File: src/pkg/adc_seq_pkg.sv
// package: constants and carrier types for the conversion sequencer
package adc_seq_pkg;
   // ****************************************
   // clock select encodings
   // ****************************************
   localparam logic [1:0] CLK_DIV8 = 2'h0;
   localparam logic [1:0] CLK_DIV32 = 2'h1;
   localparam logic [1:0] CLK_DIV64 = 2'h2;
   localparam logic [1:0] CLK_RC = 2'h3;
   localparam logic [6:0] DIV8_CYCLES = 7'h08;
   localparam logic [6:0] DIV32_CYCLES = 7'h20;
   localparam logic [6:0] DIV64_CYCLES = 7'h40;
   // ****************************************
   // sequence counts, in bit periods
   // ****************************************
   localparam logic [3:0] CONV_PERIODS = 4'hc;
   localparam logic [3:0] RECOVER_PERIODS = 4'h2;
   localparam logic [3:0] RESULT_BITS = 4'ha;
   // ****************************************
   // reset values
   // ****************************************
   localparam logic [9:0] RESULT_RESET = 10'h000;
   localparam logic [15:0] CHAN_ANALOG_RESET = 16'h0000;

   typedef enum logic [3:0] {
      ST_IDLE = 4'h1,
      ST_FIRST = 4'h2,
      ST_CONVERT = 4'h4,
      ST_RECOVER = 4'h8
   } seq_state_t;

   typedef struct packed {
      logic [7:0] result_high_byte;
      logic [7:0] result_low_byte;
   } result_pair_t;
endpackage

File: src/design/adc_conversion_sequencer.sv
// conversion sequencer: bit period, sequence, abort, recovery, pin readback
`timescale 1ns/1ps
`default_nettype none

module adc_conversion_sequencer (
   // clock and reset
   input wire logic core_clk,
   input wire logic reset,
   // control
   input wire logic converter_power_on,
   input wire logic [1:0] conv_clock_select,
   input wire logic [3:0] channel_select,
   input wire logic start_set,
   input wire logic start_clear,
   input wire logic done_flag_clear,
   input wire logic internal_rc_clock,
   // pin configuration
   input wire logic [15:0] chan_analog,
   input wire logic [15:0] pin_dir_input,
   input wire logic [15:0] pin_level,
   input wire logic [15:0] pin_out_level,
   // analog front end
   input wire logic comparator_high,
   // status and results
   output logic conversion_busy,
   output logic conversion_done_flag,
   output adc_seq_pkg::result_pair_t result_q,
   output logic holding_capacitor,
   output logic sar_trial_high,
   output logic [9:0] sar_trial_q,
   output logic select_driven_level,
   output logic driven_level,
   output logic [15:0] port_read
);
   // ****************************************
   // bit period generator
   // ****************************************
   logic [6:0] div_cnt_q;
   logic rc_prev_q;
   logic tad_tick;
   adc_seq_pkg::seq_state_t state_q;
   logic [3:0] period_cnt_q;
   logic abort;
   logic start_go;

   function automatic logic [6:0] div_len(input logic [1:0] sel);
      case (sel)
         adc_seq_pkg::CLK_DIV8: div_len = adc_seq_pkg::DIV8_CYCLES;
         adc_seq_pkg::CLK_DIV32: div_len = adc_seq_pkg::DIV32_CYCLES;
         default: div_len = adc_seq_pkg::DIV64_CYCLES;
      endcase
   endfunction

   assign start_go = start_set && converter_power_on && state_q == adc_seq_pkg::ST_IDLE;
   assign abort = (start_clear || !converter_power_on)
      && (state_q == adc_seq_pkg::ST_FIRST || state_q == adc_seq_pkg::ST_CONVERT);

   always_ff @(posedge core_clk) begin
      // restarting on abort too makes the abort recovery two whole periods in the divided modes
      if (reset || start_go || abort) begin
         div_cnt_q <= 7'h00;
      end else if (conv_clock_select != adc_seq_pkg::CLK_RC) begin
         div_cnt_q <= (div_cnt_q == div_len(conv_clock_select) - 7'h01) ? 7'h00 : div_cnt_q + 7'h01;
      end
   end

   always_ff @(posedge core_clk) begin
      if (reset) begin
         rc_prev_q <= 1'b0;
      end else begin
         rc_prev_q <= internal_rc_clock;
      end
   end

   assign tad_tick = (conv_clock_select == adc_seq_pkg::CLK_RC) ? (internal_rc_clock && !rc_prev_q)
      : (div_cnt_q == div_len(conv_clock_select) - 7'h01);

   // ****************************************
   // sequence
   // ****************************************
   always_ff @(posedge core_clk) begin
      if (reset) begin
         state_q <= adc_seq_pkg::ST_IDLE;
         period_cnt_q <= 4'h0;
      end else begin
         case (state_q)
            adc_seq_pkg::ST_IDLE: begin
               if (start_go) begin
                  state_q <= adc_seq_pkg::ST_FIRST;
               end
            end
            adc_seq_pkg::ST_FIRST: begin
               if (abort) begin
                  state_q <= adc_seq_pkg::ST_RECOVER;
                  period_cnt_q <= 4'h0;
               end else if (tad_tick) begin
                  state_q <= adc_seq_pkg::ST_CONVERT;
                  period_cnt_q <= 4'h1;
               end
            end
            adc_seq_pkg::ST_CONVERT: begin
               if (abort) begin
                  state_q <= adc_seq_pkg::ST_RECOVER;
                  period_cnt_q <= 4'h0;
               end else if (tad_tick) begin
                  if (period_cnt_q == adc_seq_pkg::CONV_PERIODS - 4'h1) begin
                     state_q <= adc_seq_pkg::ST_RECOVER;
                     period_cnt_q <= 4'h0;
                  end else begin
                     period_cnt_q <= period_cnt_q + 4'h1;
                  end
               end
            end
            adc_seq_pkg::ST_RECOVER: begin
               if (tad_tick) begin
                  if (period_cnt_q == adc_seq_pkg::RECOVER_PERIODS - 4'h1) begin
                     state_q <= adc_seq_pkg::ST_IDLE;
                     period_cnt_q <= 4'h0;
                  end else begin
                     period_cnt_q <= period_cnt_q + 4'h1;
                  end
               end
            end
            default: begin
               state_q <= adc_seq_pkg::ST_IDLE;
            end
         endcase
      end
   end

   // ****************************************
   // successive approximation
   // ****************************************
   logic done_evt;
   logic [3:0] bit_idx;
   assign done_evt = state_q == adc_seq_pkg::ST_CONVERT && tad_tick && !abort
      && period_cnt_q == adc_seq_pkg::CONV_PERIODS - 4'h1;
   // bit periods 1..10 resolve b9..b0; the rest settle
   assign bit_idx = adc_seq_pkg::RESULT_BITS - period_cnt_q;

   always_ff @(posedge core_clk) begin
      if (reset || start_go) begin
         sar_trial_q <= 10'h200;
      end else if (state_q == adc_seq_pkg::ST_CONVERT && tad_tick && period_cnt_q >= 4'h1
                   && period_cnt_q <= adc_seq_pkg::RESULT_BITS) begin
         sar_trial_q[bit_idx] <= !comparator_high;
         if (bit_idx != 4'h0) begin
            sar_trial_q[bit_idx - 4'h1] <= 1'b1;
         end
      end
   end

   always_ff @(posedge core_clk) begin
      if (reset) begin
         sar_trial_high <= 1'b0;
      end else begin
         sar_trial_high <= state_q == adc_seq_pkg::ST_CONVERT;
      end
   end

   // ****************************************
   // results and flags
   // ****************************************
   always_ff @(posedge core_clk) begin
      if (reset) begin
         result_q <= '0;
      end else if (done_evt) begin
         result_q <= {6'h00, sar_trial_q};
      end
   end

   always_ff @(posedge core_clk) begin
      if (reset) begin
         conversion_done_flag <= 1'b0;
      end else if (done_evt) begin
         conversion_done_flag <= 1'b1;
      end else if (done_flag_clear) begin
         conversion_done_flag <= 1'b0;
      end
   end

   always_ff @(posedge core_clk) begin
      if (reset) begin
         conversion_busy <= 1'b0;
      end else begin
         conversion_busy <= (start_go || conversion_busy) && !done_evt && !abort;
      end
   end

   // capacitor tracks only while idle and powered; never discharged
   always_ff @(posedge core_clk) begin
      if (reset) begin
         holding_capacitor <= 1'b0;
      end else begin
         holding_capacitor <= converter_power_on && state_q == adc_seq_pkg::ST_IDLE && !start_go;
      end
   end

   // ****************************************
   // pin configuration
   // ****************************************
   always_ff @(posedge core_clk) begin
      if (reset) begin
         port_read <= adc_seq_pkg::CHAN_ANALOG_RESET;
         select_driven_level <= 1'b0;
         driven_level <= 1'b0;
      end else begin
         port_read <= pin_level & ~chan_analog;
         select_driven_level <= !pin_dir_input[channel_select];
         driven_level <= pin_out_level[channel_select];
      end
   end

   // ****************************************
   // checks
   // ****************************************
   // bit periods since start, counted apart from the sequence counter
   logic [3:0] conv_ticks_q;
   always_ff @(posedge core_clk) begin
      if (reset || start_go) begin
         conv_ticks_q <= 4'h0;
      end else if (tad_tick && (state_q == adc_seq_pkg::ST_FIRST || state_q == adc_seq_pkg::ST_CONVERT)) begin
         conv_ticks_q <= conv_ticks_q + 4'h1;
      end
   end

   a_done_flag_set: assert property (@(posedge core_clk) disable iff (reset)
      done_evt |=> conversion_done_flag && !conversion_busy)
      else $error("done flag not set on completion");
   a_abort_keeps_result: assert property (@(posedge core_clk) disable iff (reset)
      abort |=> $stable(result_q) && state_q == adc_seq_pkg::ST_RECOVER)
      else $error("abort changed result");
   a_recover_no_track: assert property (@(posedge core_clk) disable iff (reset)
      state_q == adc_seq_pkg::ST_RECOVER |=> !holding_capacitor)
      else $error("capacitor connected in recovery");
   a_recover_to_idle: assert property (@(posedge core_clk) disable iff (reset)
      (state_q == adc_seq_pkg::ST_RECOVER && tad_tick && period_cnt_q == 4'h1)
      |=> state_q == adc_seq_pkg::ST_IDLE)
      else $error("recovery length wrong");
   a_conv_length: assert property (@(posedge core_clk) disable iff (reset)
      done_evt |-> conv_ticks_q == adc_seq_pkg::CONV_PERIODS - 4'h1)
      else $error("conversion too short");
   a_div_restart: assert property (@(posedge core_clk) disable iff (reset)
      start_go |=> div_cnt_q == 7'h00)
      else $error("divider not restarted");
   a_first_segment: assert property (@(posedge core_clk) disable iff (reset)
      start_go |=> state_q == adc_seq_pkg::ST_FIRST)
      else $error("first segment skipped");
   a_port_analog_zero: assert property (@(posedge core_clk) disable iff (reset)
      chan_analog[0] |=> !port_read[0])
      else $error("analog pin read nonzero");
   c_complete: cover property (@(posedge core_clk) disable iff (reset) done_evt);
   c_abort: cover property (@(posedge core_clk) disable iff (reset) abort);
   c_rc_start: cover property (@(posedge core_clk) disable iff (reset)
      start_go && conv_clock_select == adc_seq_pkg::CLK_RC);
endmodule // adc_conversion_sequencer

`default_nettype wire

File: config.mk
export PLATFORM = sky130hd
export DESIGN_NAME = adc_conversion_sequencer
export DESIGN_NICKNAME = d
export VERILOG_FILES = /design/src/pkg/adc_seq_pkg.sv /design/src/design/adc_conversion_sequencer.sv
export SDC_FILE = /design/constraint.sdc
export NUM_CORES = 1
export LEC_CHECK = 0
export ABC_AREA = 1
export BUFFER_PORTS_ARGS = -buffer_cell sky130_fd_sc_hd__buf_2
export CORE_MARGIN = 10
export CORE_UTILIZATION = 45
export DETAILED_ROUTE_END_ITERATION = 8
export PLACE_DENSITY = 0.75
export SLEW_MARGIN = 20
export SYNTH_ARGS = -nofsm -noshare
export SYNTH_HDL_FRONTEND = slang
export SYNTH_SLANG_ARGS = --single-unit
File: constraint.sdc
create_clock -name core_clk -period 2.23 [get_ports core_clk]
set_input_delay 0.446 -clock core_clk [delete_from_list [all_inputs] [get_ports core_clk]]
set_output_delay 0.446 -clock core_clk [all_outputs]
set_load 0.005 [all_outputs]
# [Word-level counts from Yosys, hierarchy flattened]
# Cells that the tools add are included.
[word_totals] register_bits=58 in_bits=78 wordCells=114
[op_classes] addsub=6 magnitude_cmp=7 reduce_logical=33 n_eq_ne=17 mux=34 bitwise_logic=3
[op_table] cell="two-way mux 4 bit" count=15
[op_table] cell="two-way mux 7 bit" count=3
[op_table] cell="bitwise AND 16 bit" count=1
[op_table] cell="NOT 16 bit" count=1
[op_table] cell="case mux 4 bit (4 select lines)" count=1
[op_table] cell="logical AND 1 bit" count=15
[op_table] cell="less-than comparator 4 x 5 -> 1 bit (second input constant)" count=3
[op_table] cell="equality test 7 bit" count=2
[op_table] cell="case mux 7 bit (2 select lines)" count=1
[op_table] cell="subtractor 7 x 1 -> 7 bit (second input constant)" count=2
[op_table] cell=">= comparator 4 x 1 -> 1 bit (second input constant)" count=3
[op_table] cell="case mux 4 bit (3 select lines)" count=1
[op_table] cell="bitwise mux 10 bit" count=1
[op_table] cell="two-way mux 10 bit" count=1
[op_table] cell="bitwise OR 10 bit" count=1
[op_table] cell="!= test 3 bit (second input constant)" count=3
[op_table] cell="binary-select mux 1 bit (select 4 bit)" count=2
[op_table] cell="demux 1 bit (select 4 bit)" count=2
[op_table] cell="equality test 4 x 1 -> 1 bit (second input constant)" count=2
[op_table] cell="equality test 4 bit (second input constant)" count=2
[op_table] cell="!= test 2 bit (second input constant)" count=4
[op_table] cell="adder 7 x 1 -> 7 bit (second input constant)" count=1
[op_table] cell="zero test 1 bit" count=7
[op_table] cell="two-way mux 1 bit" count=7
[op_table] cell="15 further kinds" count=19

# [Longest topological paths before layout]
# Gate-level depths: netlist of the first run.
[depth] word_depth=11 depth_mapped=16

# [Worst setup path before layout of the first run]
# Ideal clock, no wire load.
[synth_timing] path_kind="input -> register" from="input conv_clock_select[1]" to="register sar_trial_q[3]" setup_ps=113 slack_ps=319 required_ps=2117 path_buffers=1 arrival_ps=1798 path_stages=14 path_cell_list="inv_2 nand2_2 ha_1 nand2_1 nand2_2 nor2_4 nand4_4 nand2_4 inv_2 nor2_4 nand2_4 buf_6 nor2_1 nor2_1"
[synth_via] elab_chain_len=8
[synth_rtl] element="from (decl)" line_no="adc_conversion_sequencer.sv:11" source="input wire logic [1:0] conv_clock_select,"
[synth_rtl] element="equality test 2 x 1 -> 1 bit / zero test 2 bit (equally long branches)" line_no="adc_conversion_sequencer.sv:47" source="case (sel)"
[synth_rtl] element="case mux 7 bit (2 select lines)" line_no="adc_conversion_sequencer.sv:47"
[synth_rtl] element="subtractor 7 x 1 -> 7 bit" line_no="adc_conversion_sequencer.sv:76" source=": (div_cnt_q == div_len(conv_clock_select) - 7'h01);"
[synth_rtl] element="equality test 7 bit" line_no="adc_conversion_sequencer.sv:76"
[synth_rtl] element="two-way mux 1 bit (*)" line_no="adc_conversion_sequencer.sv:75" source="assign tad_tick = (conv_clock_select == adc_seq_pkg::CLK_RC) ? (internal_rc_clock && !rc_prev_q)"
[synth_rtl] element="logical AND 1 bit (*) (2 in series)" line_no="adc_conversion_sequencer.sv:144" source="end else if (state_q == adc_seq_pkg::ST_CONVERT && tad_tick && period_cnt_q >= 4'h1"
[synth_rtl] element="logical AND 1 bit (*)" line_no="adc_conversion_sequencer.sv:145" source="&& period_cnt_q <= adc_seq_pkg::RESULT_BITS) begin"
[synth_rtl] element="to (signal, indexed assignment)" line_no="adc_conversion_sequencer.sv:146" source="sar_trial_q[bit_idx] <= !comparator_high;"
[synth_rtl] element="to (decl)" line_no="adc_conversion_sequencer.sv:30" source="output logic [9:0] sar_trial_q,"
# Mark *: on every way between the ends. The rest lies on a longest branch, timed or not.
# A chain may end at the register's enable or synchronous reset.

# [Final worst setup path of the first run]
[layout_timing] from="register period_cnt_q[0]" to="register sar_trial_q[7]"
[layout_via] elab_chain_len=8
[layout_rtl] element="from (decl)" line_no="adc_conversion_sequencer.sv:42" source="logic [3:0] period_cnt_q;"
[layout_rtl] element="from (signal assigned)" line_no="adc_conversion_sequencer.sv:110" source="period_cnt_q <= period_cnt_q + 4'h1;"
[layout_rtl] element="from (signal assigned)" line_no="adc_conversion_sequencer.sv:120" source="period_cnt_q <= period_cnt_q + 4'h1;"
[layout_rtl] element="subtractor 4 bit" line_no="adc_conversion_sequencer.sv:139" source="assign bit_idx = adc_seq_pkg::RESULT_BITS - period_cnt_q;"
[layout_rtl] element="subtractor 4 x 1 -> 4 bit (tied with other cells)" line_no="adc_conversion_sequencer.sv:148" source="sar_trial_q[bit_idx - 4'h1] <= 1'b1;"
[layout_rtl] element="less-than comparator 4 x 5 -> 1 bit (not written as such) (tied with other cells)" line_no="adc_conversion_sequencer.sv:148"
[layout_rtl] element="logical AND 1 bit (not written as such) / two-way mux 1 bit (equally long branches)" line_no="adc_conversion_sequencer.sv:148, adc_conversion_sequencer.sv:146"
[layout_rtl] element="two-way mux 1 bit (not written as such) / demux 1 bit (select 4 bit) (equally long branches)" line_no="adc_conversion_sequencer.sv:148, adc_conversion_sequencer.sv:146"
[layout_rtl] element="demux 1 bit (select 4 bit) / bitwise mux 10 bit (equally long branches)" line_no="adc_conversion_sequencer.sv:148, adc_conversion_sequencer.sv:146"
[layout_rtl] element="bitwise OR 10 bit (no source line)"
[layout_rtl] element="two-way mux 10 bit" line_no="adc_conversion_sequencer.sv:147" source="if (bit_idx != 4'h0) begin"
# Parallel ways exist; a longest one is shown, timed or not.

==> results.md, run 1 <==
* FMAX at 503 MHz
* H-tree levels at 3
* Post-synthesis sequential area ratio at 35.5%
* Worst flop-to-flop path endpoint: sar_trial_q[7]
* Cell taking the most area after synthesis: dfxtp_1
* Fraction of layout cells with a size suffix above 1 at 24.7%
* Root Buffer Master: clkbuf_8
* GRT Resource Usage Total at 16.9%
* Reg clk slew, reported paths at 0.08 ns
* WL final at 9390 um
* Gate count after technology mapping at 511
* Seq cells post-synth at 58
* Io pins at 126
* Die span in y at 105 um
* Critical Path RT at 2.51 ns
* Clock Skews at 0.0123 ns
* Via-to-Cell Ratio at 4.78
* I/O Buffers at 119
* Initial antenna violation count at 0
* # nets final at 718
* Setup Buffers After CTS at 0
* Grt ovf at 0
* Flop2flop setup slack at 0.24 ns
* DP Area at 3920 um^2
* Hold WS at 0.250 ns
* WHS Endpoint: port_read[9]
* CTS sink count at 58
* Pin count of the biggest net entering global routing at 31
* Antenna fix cells at 0
* Fin. max-slew vios at 0
* Max Root-Sink Buffers at 2
* Hold path cells at 2
* Die ar. at 11100 um^2
* CP Capture Type: flip-flop
* Setup TNS at 0 ns
* Number of global-route vias before repair at 3566
* Yosys warnings at 0
* Final ANT Viol Nets at 0
* Avg Synthesized Cell Area at 6.40 um^2
* Via count at 3511
* Die width at 105 um
* FF-to-FF path depth at 12
* Hold Buf Count CTS at 0
* Power Density at 678 nW/um^2
* Relative slew slack at 65.8%
* Post-synth top area share at 35.5%
* Data arrival, critical path at 2.26 ns
* DRC errors left at 0
* Count leader, synth: nand2_1
* Min-Delay Path Class: in -> reg
* Worst-path maximum fanout at 8
* GPL Wtd Cong at 0.884
* Final Non-Filler Cells at 734
* Worst skew pair latency at 0.34 ns
* Max Cap Violations at 0
* Endpoints failing setup at 0
* First-pass GRT wire length at 15900 um
* CTS Buf Count at 9
* RSZ-0062 raised after global routing: false
* Synth-to-Final Area Change at 26.8%
* Async S/R FF share, synth at 0%
* Period utilization at 89.1%
* Final hold violation count at 0
* Kind of critical path: reg -> reg
* Worst-Margin Slew at 0.509 ns
* 1st-iter DRT viols at 177
* P_leak at 2.26 nW
* Synth top cells by count: nand2_1 (146), nor2_1 (94), dfxtp_1 (58), inv_1 (58), nand3_1 (37)
* Reg-to-Reg Start: period_cnt_q[0]
* Status: complete, no violations
* Wire per inst at 12.8 um
* CTS tree: yes
* Floorplan row count at 31
* Synth area leaders: dfxtp_1 (36%), nand2_1 (17%), nor2_1 (11%), inv_1 (6.7%), nand3_1 (5.7%)
* Post-layout total power at 2.81 mW
* Core box area at 7180 um^2
* Hpwl dp at 7510 um
* Placed cells at 718
* Final instance area at 4140 um^2
* Primary FF master, synth: dfxtp_1
* Maximum vdd ir drop at 478 uV
* Post-synth EDFFs at 0
* TritonRoute pass-1 iters at 4
* Fin crit period at 1.99 ns
* Hold path startpoint: chan_analog[9]
* Post-CTS resize count at 0
* Netlist cell types at 36
* Synth Cell Area at 3270 um^2
* Worst Setup Start Kind: flip-flop
* Initial Utilization at 45.5%
[state kept, by name, summed over array words and instances, names as in the netlist, 4 cells and up]
register / cells
div_cnt_q: 7
port_read: 16
period_cnt_q: 4
state_q: 4
result_q: 10
sar_trial_q: 10
[power by group]
part / internal (mW) / total [mW] / switching [mW]
clock: 0.636 / 1.09 / 0.456
combinational: 0.218 / 0.577 / 0.359
sequential: 1.10 / 1.14 / 0.0427
[worst max-delay path by stage]
stage | cells after the start | endpoint | slack [ns] | startpoint
2_1_floorplan | 14 | sar_trial_q[3] | 0.32 | conv_clock_select[1]
3_3_place_gp | 12 | period_cnt_q[2] | 0.16 | conv_clock_select[1]
3_5_place_dp | 13 | result_q[9] | 0.08 | conv_clock_select[1]
4_1_cts | 12 | sar_trial_q[7] | 0.27 | period_cnt_q[0]
5_1_grt | 12 | sar_trial_q[6] | 0.01 | period_cnt_q[0]
6_report | 12 | sar_trial_q[7] | 0.24 | period_cnt_q[0]
[cell families (layout without fill, tap and decap cells)]
group / Yosys count / after routing / synth area share (%)
simple gates: 307 / 307 / 40.1
buf+inv: 81 / 200 / 10.4
flops: 58 / 58 / 35.5
compound gates: 49 / 49 / 8.69
fa+ha+maj: 10 / 10 / 3.83
xor+xnor: 5 / 5 / 1.34
other cells: 1 / 6 / 0.115
[per-layer routing]
metal / share of wire, % / wire length [um] / vias up / track usage, %
met4: 2.0 / 192 / 0 / 6.37
met5: 0 / 0 / - / 0
met1: 41 / 3820 / 1549 / 17.8
met3: 10 / 963 / 16 / 8.40
met2: 47 / 4420 / 117 / 28.5
li1: - / - / 1829 / -
[placed cells by master, fill, tap and decap left out, types with 2 or more instances in the layout]
cell type | netlist | final
clkinvlp_4 | 0 | 2
o22ai_1 | 3 | 3
nand2_2 | 9 | 9
dfxtp_1 | 58 | 58
clkbuf_8 | 0 | 9
clkinv_1 | 2 | 2
xnor2_1 | 2 | 2
nand2_4 | 2 | 2
inv_1 | 58 | 58
ha_1 | 10 | 10
o21ai_0 | 13 | 13
inv_2 | 3 | 3
a21oi_1 | 20 | 20
buf_2 | 4 | 119
nand3b_1 | 2 | 2
conb_1 | 1 | 6
o211ai_1 | 5 | 5
buf_4 | 6 | 2
bufinv_16 | 0 | 2
nand3_1 | 37 | 37
nand2_1 | 146 | 146
clkinv_4 | 0 | 2
nand4_1 | 8 | 8
nor2_1 | 94 | 94
nor2_4 | 2 | 2
o221ai_1 | 2 | 2
nor3_1 | 3 | 3
xor2_1 | 3 | 3
[layout make-up]
class / count / area (um^2)
inverters: 63 / 236
fillers: 700 / 3030
multi-input cells: 377 / 1790
well taps: 99 / 124
clock inverters: 7 / 101
flip-flops and latches: 58 / 1160
clock buffers: 9 / 124
repair buffers: 121 / 611
[metrics by stage]
step / setup slack, ns / utilization [%]
floorplan: 0.319 / -
global placement: 0.165 / 54.6
detailed placement: 0.0848 / 54.6
CTS: 0.265 / 57.8
global route: 0.0143 / 57.8
finish: 0.244 / 57.8
[worst max-delay path: stages (launching register included)]
cell     delay (ns)
dfxtp_1        0.48
inv_1          0.16
ha_1           0.31
inv_1          0.05
nor2_1         0.14
nand2_1        0.07
nand2_1        0.08
nand2_1        0.07
nor2_1         0.22
nand3_1        0.11
nand3_1        0.09
nor2_1         0.04
nor2_1         0.09
Note: power is estimated with default switching activity, not from simulation.
==> run 2: changes to the inputs <==
REMOVE_ABC_BUFFERS = 1   (was default)
==> results.md, run 2 (synthesis gave the netlist of run 1 again) <==
* Status: complete, no violations
* Die ar. at 11100 um^2 (unchanged)
* Max Root-Sink Buffers at 2 (unchanged)
* Floorplan row count at 31 (unchanged)
* Filler instances at 684 (-2.3%)
* Largest register FFs at 16 (unchanged)
* Met2 usage at 26.4% (-2.1 points)
* Final instance area at 4140 um^2 (unchanged)
* DP Area at 3920 um^2 (unchanged)
* Routing usage on met3 at 4.75% (-3.7 points)
* Pin count of the biggest net entering global routing at 31 (unchanged)
* Fraction of layout cells with a size suffix above 1 at 24.7% (unchanged)
* Worst Setup Start Kind: flip-flop
* CP Capture Type: flip-flop
* Data arrival, critical path at 2.24 ns (-0.02 ns)
* Maximum vdd ir drop at 255 uV (-47%)
* Max Cap Violations at 0 (unchanged)
* Min-Delay Path Class: in -> reg
* Die span in y at 105 um (unchanged)
* Register area at 1160 um^2 (unchanged)
* CTS sink count at 58 (unchanged)
* Io pins at 126 (unchanged)
* Hold Buf Count CTS at 0 (unchanged)
* Fin crit period at 1.96 ns (-0.0284 ns)
* Root Buffer Master: clkbuf_8
* FF-to-FF path depth at 12 (unchanged)
* Worst setup endpoint: sar_trial_q[7]
* Setup TNS at 0 ns (unchanged)
* Final hold violation count at 0 (unchanged)
* Initial antenna violation count at 0 (unchanged)
* GRT Resource Usage Total at 15.2% (-1.7 points)
* Number of global-route vias before repair at 3359 (-5.8%)
* CTS tree: yes
* Most frequent cells in the layout: nand2_1 (146), buf_2 (119), nor2_1 (94), inv_1 (58), dfxtp_1 (58)
* Worst-path maximum fanout at 8 (unchanged)
* Power Density at 674 nW/um^2 (-0.52%)
* Clock Skews at 0.0135 ns (+0.00121 ns)
* Biggest regs: port_read (16), result_q (10), sar_trial_q (10)
* Final Non-Filler Cells at 734 (unchanged)
* Reg power frac at 40.7% (about the same)
* GPL Wtd Cong at 0.852 (-3.6%)
* Period utilization at 87.8% (-1.3 points)
* CTS Buf Count at 9 (unchanged)
* FMAX at 511 MHz (+1.4%)
* Hold WS at 0.247 ns (-0.00342 ns)
* 1st-iter DRT viols at 205 (+16%)
* Core box area at 7180 um^2 (unchanged)
* Post-route setup slack at 0.272 ns (+0.0284 ns)
* Fin util at 57.8% (unchanged)
* Die width at 105 um (unchanged)
* Biggest register: port_read
* Commonest non-fill, non-tap cell in the layout: nand2_1
* Dpl ws at 0.0740 ns (-0.0108 ns)
* Initial Utilization at 45.5% (unchanged)
* DRC errors left at 0 (unchanged)
* Setup Buffers After CTS at 0 (unchanged)
* Fin. max-slew vios at 0 (unchanged)
* Antenna fix cells at 0 (unchanged)
* Multi-input gate area at 1790 um^2 (unchanged)
* TritonRoute pass-1 iters at 4 (unchanged)
* RSZ-0062 raised after global routing: false
* Via-to-Cell Ratio at 4.72 (-1.2%)
* P_leak at 2.26 nW (unchanged)
* # nets final at 718 (unchanged)
* Clock power share at 39.0% (about the same)
* Most used routing layer: met2
* Synth-to-Final Area Change at 26.8% (unchanged)
* Endpoints failing setup at 0 (unchanged)
* Post-layout total power at 2.79 mW (-0.52%)
* Hold path cells at 2 (unchanged)
* Combinational Power Share at 20.3% (-0.3 points)
* First-pass GRT wire length at 14500 um (-8.7%)
* Worst-Margin Slew at 0.500 ns (-0.00909 ns)
* Placed cells at 718 (unchanged)
* Reg-to-Reg Start: period_cnt_q[0]
* Critical Path RT at 2.51 ns (about the same)
* Worst skew pair latency at 0.34 ns (about the same)
* Hpwl dp at 6740 um (-10%)
* Post-CTS resize count at 0 (unchanged)
* Wire per inst at 11.7 um (-8.3%)
* Reg clk slew, reported paths at 0.08 ns (about the same)
* Global-route track usage on met1 at 17.0% (-0.81 points)
* I/O Buffers at 119 (unchanged)
* Relative slew slack at 66.4% (+0.61 points)
* H-tree levels at 3 (unchanged)
* CP Launch Point: period_cnt_q[0]
* Hold path startpoint: chan_analog[2]
* Switch share at 30.2% (-0.35 points)
* Cell internal pwr at 1.95 mW (about the same)
* WL final at 8610 um (-8.3%)
* Final ANT Viol Nets at 0 (unchanged)
* Grt ovf at 0 (unchanged)
* Switching power at 0.844 mW (-1.6%)
* Flop2flop setup slack at 0.27 ns (+0.03 ns)
* Worst flop-to-flop path endpoint: sar_trial_q[7]
* Kind of critical path: reg -> reg
* Via count at 3468 (-1.2%)
-- run 2: cell counts in the layout (fill, tap and decap cells not counted) --
No cell type changed its count.
-- run 2: worst min-delay path by stage --
stage | to | slack, ns
2_1_floorplan | period_cnt_q[3] | 0.45
3_3_place_gp | sar_trial_q[0] | 0.46
3_5_place_dp | conversion_done_flag | 0.46
4_1_cts | port_read[2] | 0.23
5_1_grt | port_read[14] | 0.23
6_report | port_read[2] | 0.25
-- run 2: cell type report --
class | instances | share of cell area [%]
multi-input combinational | 377 | 43.1
sequential | 58 | 28.0
timing repair buffer | 121 | 14.7
inverter | 63 | 5.71
clock buffer | 9 | 2.99
tap | 99 | 2.99
clock inverter | 7 | 2.45
-- run 2: worst max-delay path, cell delays in order (launching register included) --
cell	delay (ns)
dfxtp_1	0.47
inv_1	0.18
ha_1	0.32
inv_1	0.06
nor2_1	0.13
nand2_1	0.07
nand2_1	0.08
nand2_1	0.07
nor2_1	0.21
nand3_1	0.11
nand3_1	0.08
nor2_1	0.04
nor2_1	0.09
-- run 2: power groups by stage --
stage	sequential, mW	clock [mW]	combinational, mW
3_3_place_gp	1.16	0	0.548
3_5_place_dp	1.16	0	0.561
6_report	1.14	1.09	0.566
4_1_cts	1.14	1.12	0.566
2_1_floorplan	1.16	0	0.370
5_1_grt	1.14	1.17	0.649
-- run 2: layer usage --
layer	vias to the layer above	share of wire [%]
met5	-	0
met4	0	1.4
met3	8	7.5
met2	108	50
met1	1528	42
li1	1824	-
